==> config.mk <==
export PLATFORM = sky130hd
export DESIGN_NAME = sbi_signal_box
export DESIGN_NICKNAME = d
export VERILOG_FILES = /design/src/sbi_pkg.sv /design/src/sbi_signal_box.sv
export SDC_FILE = /design/constraint.sdc
export NUM_CORES = 1
export LEC_CHECK = 0
export ABC_AREA = 1
export BUFFER_PORTS_ARGS = -buffer_cell sky130_fd_sc_hd__buf_2
export CAP_MARGIN = 20
export CORE_MARGIN = 4
export CORE_UTILIZATION = 30
export DETAILED_ROUTE_END_ITERATION = 6
export SYNTH_ARGS = -nofsm -noshare
export SYNTH_HDL_FRONTEND = slang
export SYNTH_SLANG_ARGS = --single-unit
==> constraint.sdc <==
create_clock -name ref_clk -period 8.8 [get_ports ref_clk]
set_input_delay 1.76 -clock ref_clk [delete_from_list [all_inputs] [get_ports ref_clk]]
set_output_delay 1.76 -clock ref_clk [all_outputs]
set_load 0.005 [all_outputs]
==> src/sbi_pkg.sv <==
// How it works
// One flag per direction; the originating side sets it and the receiver may set it again, only the receiver clears it.
// The PC sets the inbound flag with its set-inbound key command.
// The processor clear strobe returns the inbound flag to inactive.
// The processor reassert strobe sets the inbound flag again so no request is lost.
// The inbound flag feeds processor interrupt detect and both status views.
// The processor set strobe raises the outbound flag, both status views and IRQ5.
// The PC clear key command drops the outbound flag and IRQ5.
// The PC may set the outbound flag again with its own key command.
// Key commands are captured into the keys register on the load strobe.
// Internal events are reported through one program level 14 request.
// Cause codes are octal 1 to 7, 10, 11 and 12.
// Power fail is raised by local sense, PC power fail or watchdog expiry.
// A watchdog runs after each outbound interrupt until the PC responds.
// Parity, range, error flag and power fail use cause bits 8, 9, 5, 10.
// A monitor call loads its 8-bit code into the level 14 temporary register.
// The error flag cause is raised while the error flag stays set.
// An I/O error is raised for absent or unauthorised devices or no ident answer.
// Protect, page fault and privileged causes pass only while paging is on.
// Keys bit 0 sets inbound, bit 1 sets outbound, bit 3 clears it, bit 4 enables writes.
// PC status shows inbound in bit 0, outbound in bit 1, stop/clear/power in 5 to 7.
// Reset clears both flags, IRQ5 and the watchdog.
package sbi_pkg;

  localparam logic [11:0] ADDR_CMD = 12'h000;
  localparam logic [11:0] ADDR_STATUS = 12'h004;
  localparam logic [11:0] ADDR_CTRL = 12'h008;
  localparam logic [11:0] ADDR_DETECT = 12'h00C;
  localparam logic [11:0] ADDR_ENABLE = 12'h010;
  localparam logic [11:0] ADDR_CAUSE = 12'h014;

  localparam int CMD_CLR_IN = 0;
  localparam int CMD_SET_IN = 1;
  localparam int CMD_SET_OUT = 2;

  localparam int KEY_SET_IN = 0;
  localparam int KEY_SET_OUT = 1;
  localparam int KEY_CLR_OUT = 3;
  localparam int KEY_WR_EN = 4;
  localparam logic [7:0] KEYS_IDLE = 8'hFF;

  localparam int CAUSE_MON = 1;
  localparam int CAUSE_MPV = 2;
  localparam int CAUSE_PF = 3;
  localparam int CAUSE_ILL = 4;
  localparam int CAUSE_ERR = 5;
  localparam int CAUSE_PRIV = 6;
  localparam int CAUSE_IOX = 7;
  localparam int CAUSE_PTY = 8;
  localparam int CAUSE_MOR = 9;
  localparam int CAUSE_POW = 10;
  localparam int NUM_CAUSE = 11;

  localparam int WD_TIMEOUT_US = 1000;
  localparam int CLK_MHZ = 25;
  localparam int WD_CYCLES = WD_TIMEOUT_US * CLK_MHZ;

  typedef struct packed {
    logic psel;
    logic penable;
    logic pwrite;
    logic [11:0] paddr;
    logic [31:0] pwdata;
  } sbi_apb_req_t;

  typedef struct packed {
    logic [31:0] prdata;
    logic pready;
    logic pslverr;
  } sbi_apb_rsp_t;

endpackage

==> src/sbi_signal_box.sv <==
// Our own choices: the APB slave port and the register addresses.
`timescale 1ns/1ns
module sbi_signal_box
  import sbi_pkg::*;
#(
  parameter int WD_LIMIT = WD_CYCLES
)
(
  // Clock and reset
  input wire logic ref_clk,
  input wire logic sys_rst,
  // Processor register bus
  input wire sbi_apb_req_t apbReq,
  output sbi_apb_rsp_t apbRsp,
  // PC keys port, asynchronous to ref_clk
  input wire logic keysLoadStrobe,
  input wire logic [7:0] pcKeyData,
  input wire logic hostPowerFail,
  input wire logic powerSense,
  // PC side outputs
  output logic [7:0] pcStatus,
  output logic irq5,
  output logic hostMemWriteEnable,
  // Processor interrupt detect
  output logic pcToCpuIrqFlag,
  output logic level14Req,
  // Internal cause events, same clock
  input wire logic monitorCallInstr,
  input wire logic [7:0] monCode,
  input wire logic protectViolation,
  input wire logic pageFault,
  input wire logic illegalInstr,
  input wire logic errorFlag,
  input wire logic privInstr,
  input wire logic ioxNoDevice,
  input wire logic ioxUnauthorised,
  input wire logic identNoAnswer,
  input wire logic dramParityError,
  input wire logic memoryOutOfRange,
  // Processor state shown to the PC
  input wire logic cpuStop,
  input wire logic cpuMasterClear
);

  typedef struct packed {
    logic [1:0] keyStbSync;
    logic keyStbPrev;
    logic [7:0] keyData1;
    logic [7:0] keyData2;
    logic [1:0] hostFailSync;
    logic [1:0] pwrSenseSync;
    logic [7:0] keys;
    logic inFlag;
    logic outFlag;
    logic irq5;
    logic wdRun;
    logic [31:0] wdCount;
    logic pagingOn;
    logic [NUM_CAUSE-1:0] detect;
    logic [NUM_CAUSE-1:0] enable;
    logic [7:0] monTemp;
    logic level14;
    logic [7:0] pcStatus;
    logic memWrEn;
    sbi_apb_rsp_t rsp;
  } sbi_state_t;

  sbi_state_t st;
  sbi_state_t next_st;

  // Highest pending enabled cause; power fail outranks everything
  function automatic logic [3:0] topCause(input logic [NUM_CAUSE-1:0] pend);
    logic [3:0] code;
    code = 4'h0;
    for (int i = 1; i < NUM_CAUSE; i++)
    begin
      if (pend[i])
      begin
        code = 4'(i);
      end
    end
    return code;
  endfunction

  logic keyLoad;
  logic keySetIn;
  logic keySetOut;
  logic keyClrOut;
  logic apbAccess;
  logic apbWrite;
  logic cmdWrite;
  logic cpuClrIn;
  logic cpuSetIn;
  logic cpuSetOut;
  logic wdExpire;
  logic [NUM_CAUSE-1:0] causeSet;
  logic [NUM_CAUSE-1:0] causeClr;
  logic [31:0] rdata;
  logic rdErr;

  always_comb
  begin
    next_st = st;

    // Synchronisers; only stage 1 reads stage 0
    next_st.keyStbSync = {st.keyStbSync[0], keysLoadStrobe};
    next_st.keyData1 = pcKeyData;
    next_st.keyData2 = st.keyData1;
    next_st.keyStbPrev = st.keyStbSync[1];
    next_st.hostFailSync = {st.hostFailSync[0], hostPowerFail};
    next_st.pwrSenseSync = {st.pwrSenseSync[0], powerSense};

    // Key data passes the same two stages as the strobe, so it is settled
    keyLoad = st.keyStbSync[1] & ~st.keyStbPrev;
    if (keyLoad)
    begin
      next_st.keys = st.keyData2;
    end
    // Commands are active low, so the idle value issues none
    // Registered so the pin comes straight from a flip-flop
    next_st.memWrEn = ~next_st.keys[KEY_WR_EN];
    keySetIn = keyLoad & ~st.keyData2[KEY_SET_IN];
    keySetOut = keyLoad & ~st.keyData2[KEY_SET_OUT];
    keyClrOut = keyLoad & ~st.keyData2[KEY_CLR_OUT];

    // Bus access completes when pready is already high
    apbAccess = apbReq.psel & apbReq.penable & st.rsp.pready;
    apbWrite = apbAccess & apbReq.pwrite;
    cmdWrite = apbWrite & (apbReq.paddr == ADDR_CMD);
    cpuClrIn = cmdWrite & apbReq.pwdata[CMD_CLR_IN];
    cpuSetIn = cmdWrite & apbReq.pwdata[CMD_SET_IN];
    cpuSetOut = cmdWrite & apbReq.pwdata[CMD_SET_OUT];

    // Set wins over clear in every flag
    next_st.inFlag = keySetIn | cpuSetIn | (st.inFlag & ~cpuClrIn);
    next_st.outFlag = cpuSetOut | keySetOut | (st.outFlag & ~keyClrOut);
    next_st.irq5 = next_st.outFlag;

    // Any key load counts as the PC responding
    wdExpire = st.wdRun & (st.wdCount == 32'(WD_LIMIT - 1));
    if (cpuSetOut)
    begin
      next_st.wdRun = 1'b1;
      next_st.wdCount = 32'h0000_0000;
    end
    else if (keyLoad | wdExpire)
    begin
      next_st.wdRun = 1'b0;
      next_st.wdCount = 32'h0000_0000;
    end
    else if (st.wdRun)
    begin
      next_st.wdCount = st.wdCount + 32'h0000_0001;
    end

    causeSet = '0;
    causeSet[CAUSE_MON] = monitorCallInstr;
    causeSet[CAUSE_MPV] = protectViolation & st.pagingOn;
    causeSet[CAUSE_PF] = pageFault & st.pagingOn;
    causeSet[CAUSE_ILL] = illegalInstr;
    causeSet[CAUSE_ERR] = errorFlag;
    causeSet[CAUSE_PRIV] = privInstr & st.pagingOn;
    causeSet[CAUSE_IOX] = ioxNoDevice | ioxUnauthorised | identNoAnswer;
    causeSet[CAUSE_PTY] = dramParityError;
    causeSet[CAUSE_MOR] = memoryOutOfRange;
    causeSet[CAUSE_POW] = st.pwrSenseSync[1] | st.hostFailSync[1] | wdExpire;

    causeClr = '0;
    if (apbWrite & (apbReq.paddr == ADDR_DETECT))
    begin
      causeClr = apbReq.pwdata[NUM_CAUSE-1:0];
    end
    next_st.detect = causeSet | (st.detect & ~causeClr);
    next_st.detect[0] = 1'b0;
    if (monitorCallInstr)
    begin
      next_st.monTemp = monCode;
    end
    next_st.level14 = |(next_st.detect & st.enable);

    next_st.pcStatus = {next_st.detect[CAUSE_POW], cpuMasterClear, cpuStop, 3'b000,
                        next_st.outFlag, next_st.inFlag};

    if (apbWrite & (apbReq.paddr == ADDR_CTRL))
    begin
      next_st.pagingOn = apbReq.pwdata[0];
    end
    if (apbWrite & (apbReq.paddr == ADDR_ENABLE))
    begin
      next_st.enable = apbReq.pwdata[NUM_CAUSE-1:0];
    end

    rdErr = 1'b0;
    unique case (apbReq.paddr)
      ADDR_CMD: rdata = 32'h0000_0000;
      ADDR_STATUS: rdata = {27'h0, st.level14, ~st.keys[KEY_WR_EN], st.wdRun,
                            st.outFlag, st.inFlag};
      ADDR_CTRL: rdata = {31'h0, st.pagingOn};
      ADDR_DETECT: rdata = {21'h0, st.detect};
      ADDR_ENABLE: rdata = {21'h0, st.enable};
      ADDR_CAUSE: rdata = {16'h0, st.monTemp, 4'h0,
                           topCause(st.detect & st.enable)};
      default:
      begin
        rdata = 32'h0000_0000;
        rdErr = 1'b1;
      end
    endcase

    // One wait state: pready rises in the second access cycle
    next_st.rsp.pready = apbReq.psel & apbReq.penable & ~st.rsp.pready;
    next_st.rsp.pslverr = next_st.rsp.pready & rdErr;
    next_st.rsp.prdata = (next_st.rsp.pready & ~apbReq.pwrite) ? rdata : 32'h0000_0000;
  end

  always_ff @(posedge ref_clk or posedge sys_rst)
  begin
    if (sys_rst)
    begin
      st <= '0;
      st.keyData1 <= KEYS_IDLE;
      st.keyData2 <= KEYS_IDLE;
      st.keys <= KEYS_IDLE;
    end
    else
    begin
      st <= next_st;
    end
  end

  assign apbRsp = st.rsp;
  assign pcStatus = st.pcStatus;
  assign irq5 = st.irq5;
  assign hostMemWriteEnable = st.memWrEn;
  assign pcToCpuIrqFlag = st.inFlag;
  assign level14Req = st.level14;

endmodule // sbi_signal_box

==> results of run 1 <==
## flip-flops by register name, indices dropped and copies added (netlist names)
signal              cells
st                     70
apbRsp                 18
next_st                 8
pcStatus                5
hostMemWriteEnable      1
level14Req              1
## power by group through the flow
stage	combinational [mW]	clock [mW]	sequential, mW
4_1_cts	0.0492	0.396	0.488
2_1_floorplan	0.0330	0	0.496
5_1_grt	0.0552	0.416	0.489
3_5_place_dp	0.0491	0	0.498
6_report	0.0480	0.384	0.488
3_3_place_gp	0.0489	0	0.497
## cells in the final DEF (no fill, tap or decap), types with 4 or more instances in the layout
| cell | count |
|---|---|
| sky130_fd_sc_hd__a21oi_1 | 31 |
| sky130_fd_sc_hd__a31oi_1 | 5 |
| sky130_fd_sc_hd__buf_2 | 82 |
| sky130_fd_sc_hd__clkbuf_16 | 9 |
| sky130_fd_sc_hd__conb_1 | 19 |
| sky130_fd_sc_hd__dfrtp_1 | 94 |
| sky130_fd_sc_hd__dfstp_2 | 9 |
| sky130_fd_sc_hd__inv_1 | 71 |
| sky130_fd_sc_hd__inv_6 | 4 |
| sky130_fd_sc_hd__mux2_2 | 4 |
| sky130_fd_sc_hd__nand2_1 | 146 |
| sky130_fd_sc_hd__nand2_2 | 6 |
| sky130_fd_sc_hd__nand3_1 | 26 |
| sky130_fd_sc_hd__nand4_1 | 18 |
| sky130_fd_sc_hd__nor2_1 | 79 |
| sky130_fd_sc_hd__nor2_2 | 6 |
| sky130_fd_sc_hd__nor2_4 | 4 |
| sky130_fd_sc_hd__nor3_1 | 26 |
| sky130_fd_sc_hd__o21ai_0 | 26 |
| sky130_fd_sc_hd__o22ai_1 | 5 |
## worst reg2reg max path, cell delays in order, from the launching register on
cell and delay [ns]:
sky130_fd_sc_hd__dfrtp_1 0.36, sky130_fd_sc_hd__nand2_1 0.06, sky130_fd_sc_hd__nor2_1 0.73, sky130_fd_sc_hd__inv_1 0.22, sky130_fd_sc_hd__nor2_4 0.20, sky130_fd_sc_hd__nand2_4 0.09
sky130_fd_sc_hd__nand2_4 0.22, sky130_fd_sc_hd__inv_4 0.15, sky130_fd_sc_hd__nand2_1 0.13, sky130_fd_sc_hd__o21ai_0 0.09
## worst paths after layout
check / slack (ns) / endpoint / from / depth (start not counted)
max in group asynchronous: 6.14 / st[81]$_DFFE_PP0P_ / sys_rst / 3
max reg2reg: 6.43 / st[106]$_DFFE_PP0P_ / apbRsp[1]$_DFF_PP0_ / 9
min: 0.35 / next_st[139]$_DFF_PP0_ / next_st[141]$_DFF_PP0_ / 0
min in group asynchronous: 1.39 / apbRsp[17]$_DFF_PP0_ / sys_rst / 2
max: 5.28 / st[106]$_DFFE_PP0P_ / apbReq[46] / 10
min reg2reg: 0.35 / next_st[139]$_DFF_PP0_ / next_st[141]$_DFF_PP0_ / 0
## through the flow
stage / hold slack, ns / instances
CTS: 0.350 / 937
global placement: 0.333 / 921
global route: 0.355 / 937
floorplan: 0.331 / 664
finish: 0.348 / 937
detailed placement: 0.335 / 921
## kinds of logic (layout without fill, tap and decap cells)
kind of cell,after synthesis,in the layout,share of synthesized area
other,1,19,0.000709
XOR/XNOR,3,3,0.00497
flip-flops,103,103,0.489
AO/OA/AOI/OAI,75,75,0.0780
buffers and inverters,128,176,0.126
multiplexers,5,5,0.0104
AND/OR/NAND/NOR,330,330,0.288
adder cells (fa/ha/maj),1,1,0.00236
## layout make-up
type | count | area [um2] | share of cell area
flip-flops and latches | 103 | 2590 | 0.434
multi-input cells | 433 | 2100 | 0.353
repair buffers | 83 | 418 | 0.0701
inverters | 77 | 294 | 0.0493
well taps | 225 | 282 | 0.0472
clock buffers | 9 | 225 | 0.0378
clock inverters | 7 | 53.8 | 0.00902
## metal layers
| layer | global-route usage | wire length (um) | part of all wire | vias to the layer above |
|---|---|---|---|---|
| li1 | - | - | - | 2141 |
| met1 | 0.179 | 6020 | 0.49 | 1995 |
| met2 | 0.195 | 5630 | 0.45 | 99 |
| met3 | 0.0248 | 529 | 0.043 | 16 |
| met4 | 0.0449 | 198 | 0.016 | 0 |
| met5 | 0 | 0 | 0 | - |
==> impl_metrics.sql, run 1 <==
INSERT INTO impl_metrics (metric_group, metric, value, unit) VALUES
('logic_synthesis', 'synth_commonest_cells', 'sky130_fd_sc_hd__nand2_1, sky130_fd_sc_hd__dfrtp_1, sky130_fd_sc_hd__nor2_1', ''),
('routing', 'drt_first_iter_violations', '313', ''),
('logic_synthesis', 'postSynthRegisterBits', '103', ''),
('floorplanning', 'die_height', '141', 'um'),
('clocking', 'root_buffer_master', 'sky130_fd_sc_hd__clkbuf_16', ''),
('place', 'place.gp.congestion', '0.824', ''),
('grt', 'pin_count_of_the_biggest_net_entering_global_routing', '76', ''),
('worst_setup_path', 'critical_path_class', 'in2reg', ''),
('floorplanning', 'fp.dieW', '141', 'um'),
('logic_synthesis', 'synth_top_area_share', '0.445', ''),
('power', 'power.share.combinational', '0.052', ''),
('worst_setup_path', 'end_kind', 'flip-flop', ''),
('place', 'port-buffer-count', '82', ''),
('worst_setup_path', 'crit_path_top_delay_cell', 'sky130_fd_sc_hd__nor2_1', ''),
('logic_synthesis', 'yosysWarningCount', '0', ''),
('layout', 'n_antenna_cell', '0', ''),
('worst_setup_path', 'worst_setup_path_start_kind', 'input pin', ''),
('sta', 'min_period_over_period', '0.400', ''),
('place', 'dpl_cell_area', '5690', 'um2'),
('sta', 'setup_violations', '0', ''),
('grt', 'global_route_wire_length_before_repair', '20300', 'um'),
('sta', 'hold_violations', '0', ''),
('logic_synthesis', 'post-synth-top-count-cell', 'sky130_fd_sc_hd__nand2_1', ''),
('routing', 'routed-via-count', '4251', ''),
('clocking', 'post_cts_resize_count', '0', ''),
('place', 'placement.setup.worst_slack', '4.95', 'ns'),
('sta', 'finalWorstSetupSlack', '5.28', 'ns'),
('clocking', 'clock_tree.buffer_depth', '2', ''),
('clocking', 'clock_sink_count', '103', ''),
('power', 'cell_internal_pwr', '0.696', 'mW'),
('layout', 'drive_above_1_share', '0.208', ''),
('floorplanning', 'die_area', '19800', 'um2'),
('worst_setup_path', 'highest_fanout_seen_on_the_critical_path', '18', ''),
('clocking', 'clock_latency', '0.35', 'ns'),
('sta', 'slew_headroom', '0.349', ''),
('sta', 'setup-tns-final', '0', 'ns'),
('status', 'status', 'complete, no violations', ''),
('grt', 'grt_overflow', '0', ''),
('worst_setup_path', 'wp_buf_inv', '3', ''),
('worst_setup_path', 'arrival', '3.75', 'ns'),
('layout', 'areaGrowthSynthToFinish', '12.7', '%'),
('layout', 'fin_util', '0.345', ''),
('grt', 'first_global_vias', '3995', ''),
('routing', 'number_of_design_rule_violations_left_after_detail_routing', '0', ''),
('logic_synthesis', 'synth.lib_cells_used.distinct', '41', ''),
('place', 'detailed_place_hpwl', '9170', 'um'),
('routing', 'wire_per_inst', '13.2', 'um'),
('power', 'sw_frac_of_total', '0.243', ''),
('power', 'power.static_leakage', '2.92', 'nW'),
('power', 'power.net_switching', '0.224', 'mW'),
('logic_synthesis', 'synth_async_sr_flop_share', '1.00', ''),
('worst_setup_path', 'critPathMaxStageDelay', '0.75', 'ns'),
('sta', 'rsz_0062_raised_after_global_routing', 'false', ''),
('layout', 'nFillCells', '1850', ''),
('clocking', 'numCtsBuffers', '9', ''),
('sta', 'tightestPinTransition', '0.973', 'ns'),
('logic_synthesis', 'synth_area', '5290', 'um2'),
('sta', 'finalClockSkew', '0.00937', 'ns'),
('power', 'worst_ir_drop_vdd', '164', 'uV'),
('sta', 'clock.fmax', '284', 'MHz'),
('clocking', 'clk_pin_slew', '0.06', 'ns'),
('power', 'power_frac_clock', '0.417', ''),
('floorplanning', 'start_util', '0.306', ''),
('worst_hold_path', 'worstHoldPathType', 'reg2reg', ''),
('layout', 'final_design_area_no_fill', '5960', 'um2'),
('floorplanning', 'core_region_area', '17300', 'um2'),
('grt', 'global_route_total_usage_across_every_layer', '0.127', ''),
('sta', 'timing.final.crit_period', '3.52', 'ns'),
('logic_synthesis', 'yosys_most_used_dff', 'sky130_fd_sc_hd__dfrtp_1', ''),
('power', 'seqPwrFrac', '0.531', ''),
('floorplanning', 'core.rowCount', '48', '');
Note: power is estimated with default switching activity, not from simulation.
==> inputs of run 2 (changes only) <==
==> constraint.sdc (replaced) <==
create_clock -name ref_clk -period 3.5 [get_ports ref_clk]
set_input_delay 0.7 -clock ref_clk [delete_from_list [all_inputs] [get_ports ref_clk]]
set_output_delay 0.7 -clock ref_clk [all_outputs]
set_load 0.005 [all_outputs]
==> impl_metrics.sql, run 2 (synthesized netlist as in run 1, its figures left out) <==
INSERT INTO impl_metrics (metric_group, metric, value, unit) VALUES
('clocking', 'clock_tree.buffer_depth', '2', ''),
('worst_setup_path', 'highest_fanout_seen_on_the_critical_path', '18', ''),
('sta', 'rsz_0062_raised_after_global_routing', 'false', ''),
('layout', 'layout_commonest_cell', 'sky130_fd_sc_hd__nand2_1', ''),
('clocking', 'post_cts_hold_buffer_count', '0', ''),
('floorplanning', 'start_util', '0.306', ''),
('sta', 'finalWorstSetupSlack', '1.38', 'ns'),
('routing', 'number_of_design_rule_violations_left_after_detail_routing', '0', ''),
('layout', 'nFillCells', '1836', ''),
('sta', 'finalClockSkew', '0.00780', 'ns'),
('sta', 'timing.final.crit_period', '2.12', 'ns'),
('sta', 'min_period_over_period', '0.605', ''),
('place', 'placement.setup.worst_slack', '1.00', 'ns'),
('grt', 'grt_use_met3', '0.0254', ''),
('worst_setup_path', 'arrival', '2.34', 'ns'),
('clocking', 'clock_tree.htree_level_count', '3', ''),
('layout', 'layout.nets', '791', ''),
('sta', 'slew_violations', '0', ''),
('routing', 'viasPerCell', '4.60', ''),
('floorplanning', 'die_height', '141', 'um'),
('floorplanning', 'core.rowCount', '48', ''),
('power', 'worst_ir_drop_vdd', '320', 'uV'),
('place', 'port-buffer-count', '82', ''),
('place', 'detailed_place_hpwl', '9230', 'um'),
('sta', 'tightestPinTransition', '0.741', 'ns'),
('clocking', 'post_cts_resize_count', '0', ''),
('floorplanning', 'core_region_area', '17300', 'um2'),
('floorplanning', 'fp.dieW', '141', 'um'),
('layout', 'fin_util', '0.348', ''),
('grt', 'pin_count_of_the_biggest_net_entering_global_routing', '59', ''),
('clocking', 'root_buffer_master', 'sky130_fd_sc_hd__clkbuf_16', ''),
('sta', 'slew_headroom', '0.506', ''),
('floorplanning', 'die_area', '19800', 'um2'),
('worst_setup_path', 'worst-r2r-setup-slack', '1.48', 'ns'),
('grt', 'first_global_vias', '4081', ''),
('power', 'power-per-cell-area', '394', 'nW/um2'),
('routing', 'dr.pass1.iters', '5', ''),
('routing', 'drt_first_iter_violations', '268', ''),
('power', 'power.static_leakage', '2.94', 'nW'),
('grt', 'grt_overflow', '0', ''),
('layout', 'final_design_area_no_fill', '6010', 'um2'),
('clocking', 'cts_tree', 'done', ''),
('worst_hold_path', 'worstHoldPathType', 'reg2reg', ''),
('clocking', 'cts.repair_timing.setup_buffer_count', '0', ''),
('floorplanning', 'io-pin-count', '127', ''),
('routing', 'routed-via-count', '4315', ''),
('sta', 'clock.fmax', '472', 'MHz'),
('worst_setup_path', 'end_kind', 'flip-flop', ''),
('layout', 'regMostFlops', 'st', ''),
('clocking', 'numCtsBuffers', '9', ''),
('layout', 'layout.cells.most_common_list', 'sky130_fd_sc_hd__nand2_1, sky130_fd_sc_hd__dfrtp_1, sky130_fd_sc_hd__buf_2', ''),
('grt', 'antenna_found_initial', '0', ''),
('sta', 'hold_violations', '0', ''),
('sta', 'setup-tns-final', '0', 'ns'),
('routing', 'finalWirelength', '12400', 'um'),
('clocking', 'clk_pin_slew', '0.06', 'ns'),
('clocking', 'clock_latency', '0.35', 'ns'),
('grt', 'global_route_total_usage_across_every_layer', '0.128', ''),
('job', 'cap_violations', '0', ''),
('layout', 'drive_above_1_share', '0.209', ''),
('worst_setup_path', 'critical_path_class', 'in2reg', ''),
('layout', 'area_taken_by_flip_flops_and_latches', '2590', 'um2'),
('sta', 'setup_violations', '0', ''),
('layout', 'areaGrowthSynthToFinish', '13.6', '%'),
('layout', 'multi_input_area', '2100', 'um2'),
('clocking', 'clock_sink_count', '103', ''),
('routing', 'wire_per_inst', '13.2', 'um'),
('place', 'place.gp.congestion', '0.827', ''),
('status', 'status', 'complete, no violations', ''),
('place', 'dpl_cell_area', '5710', 'um2'),
('layout', 'largest_register_ffs', '70', ''),
('grt', 'global_route_wire_length_before_repair', '20700', 'um'),
('grt', 'gr-usage-met2', '0.193', ''),
('worst_setup_path', 'worst_setup_path_start_kind', 'input pin', ''),
('power', 'p_total', '2.37', 'mW'),
('routing', 'drtAntennaViolNets', '0', ''),
('grt', 'grt.busiest_layer', 'met2', ''),
('layout', 'n_antenna_cell', '0', ''),
('grt', 'grt_use_met1', '0.189', ''),
('worst_setup_path', 'cp_data_required_time', '3.72', 'ns');
run 2: changes by cell type in the layout (fill, tap and decap cells not counted):
| cell | previous run | this run |
|---|---|---|
| sky130_fd_sc_hd__buf_4 | 1 | 2 |
| sky130_fd_sc_hd__clkbuf_1 | 0 | 1 |
| sky130_fd_sc_hd__buf_12 | 0 | 1 |
| sky130_fd_sc_hd__clkinv_4 | 1 | 2 |
| sky130_fd_sc_hd__bufinv_16 | 0 | 1 |
| sky130_fd_sc_hd__inv_6 | 4 | 0 |
| sky130_fd_sc_hd__clkbuf_8 | 0 | 1 |
run 2: path summary, 6_finish.rpt:
| check | start | to | cells after the start |
|---|---|---|---|
| worst max-delay path | apbReq[41] | st[106]$_DFFE_PP0P_ | 11 |
| worst min-delay path | next_st[120]$_DFF_PP0_ | st[120]$_DFF_PP0_ | 0 |
| worst max register to register | st[107]$_DFFE_PP0P_ | st[106]$_DFFE_PP0P_ | 9 |
| worst min register to register | next_st[120]$_DFF_PP0_ | st[120]$_DFF_PP0_ | 0 |
| max in group asynchronous | sys_rst | st[74]$_DFFE_PP0P_ | 3 |
| min in group asynchronous | sys_rst | st[100]$_DFFE_PP0P_ | 2 |
run 2: cell type report:
type | instances | area share
clock buffer | 11 | 0.0404
clock inverter | 5 | 0.00957
multi-input combinational | 433 | 0.350
tap | 225 | 0.0468
sequential | 103 | 0.431
timing repair buffer | 85 | 0.0741
inverter | 77 | 0.0489
run 2: power breakdown:
group | internal, mW | leakage (nW) | switching, mW | total, mW
logic | 0.0431 | 1.53 | 0.0801 | 0.123
registers | 1.22 | 1.27 | 0.00990 | 1.23
clock network | 0.574 | 0.149 | 0.441 | 1.02
run 2: routing by layer:
layer,vias up,wire (um)
met4,0,156
met1,2039,6060
li1,2155,-
met5,-,0
met2,107,5620
met3,14,571
run 2: per-stage QoR:
step           hold WS, ns  std cells
2_1_floorplan        0.331        664
3_5_place_dp         0.335        923
3_3_place_gp         0.334        923
4_1_cts              0.350        939
6_report             0.348        939
5_1_grt              0.357        939
run 2: critical path, cell delays in order:
cell and delay, ns:
sky130_fd_sc_hd__buf_2 0.10, sky130_fd_sc_hd__nor2_1 0.09, sky130_fd_sc_hd__nand2_1 0.11, sky130_fd_sc_hd__nor2_4 0.41
sky130_fd_sc_hd__nand2_4 0.10, sky130_fd_sc_hd__nor2_4 0.15, sky130_fd_sc_hd__nand2_4 0.09, sky130_fd_sc_hd__nand2_4 0.23
sky130_fd_sc_hd__inv_4 0.15, sky130_fd_sc_hd__nand2_1 0.12, sky130_fd_sc_hd__o21ai_0 0.09
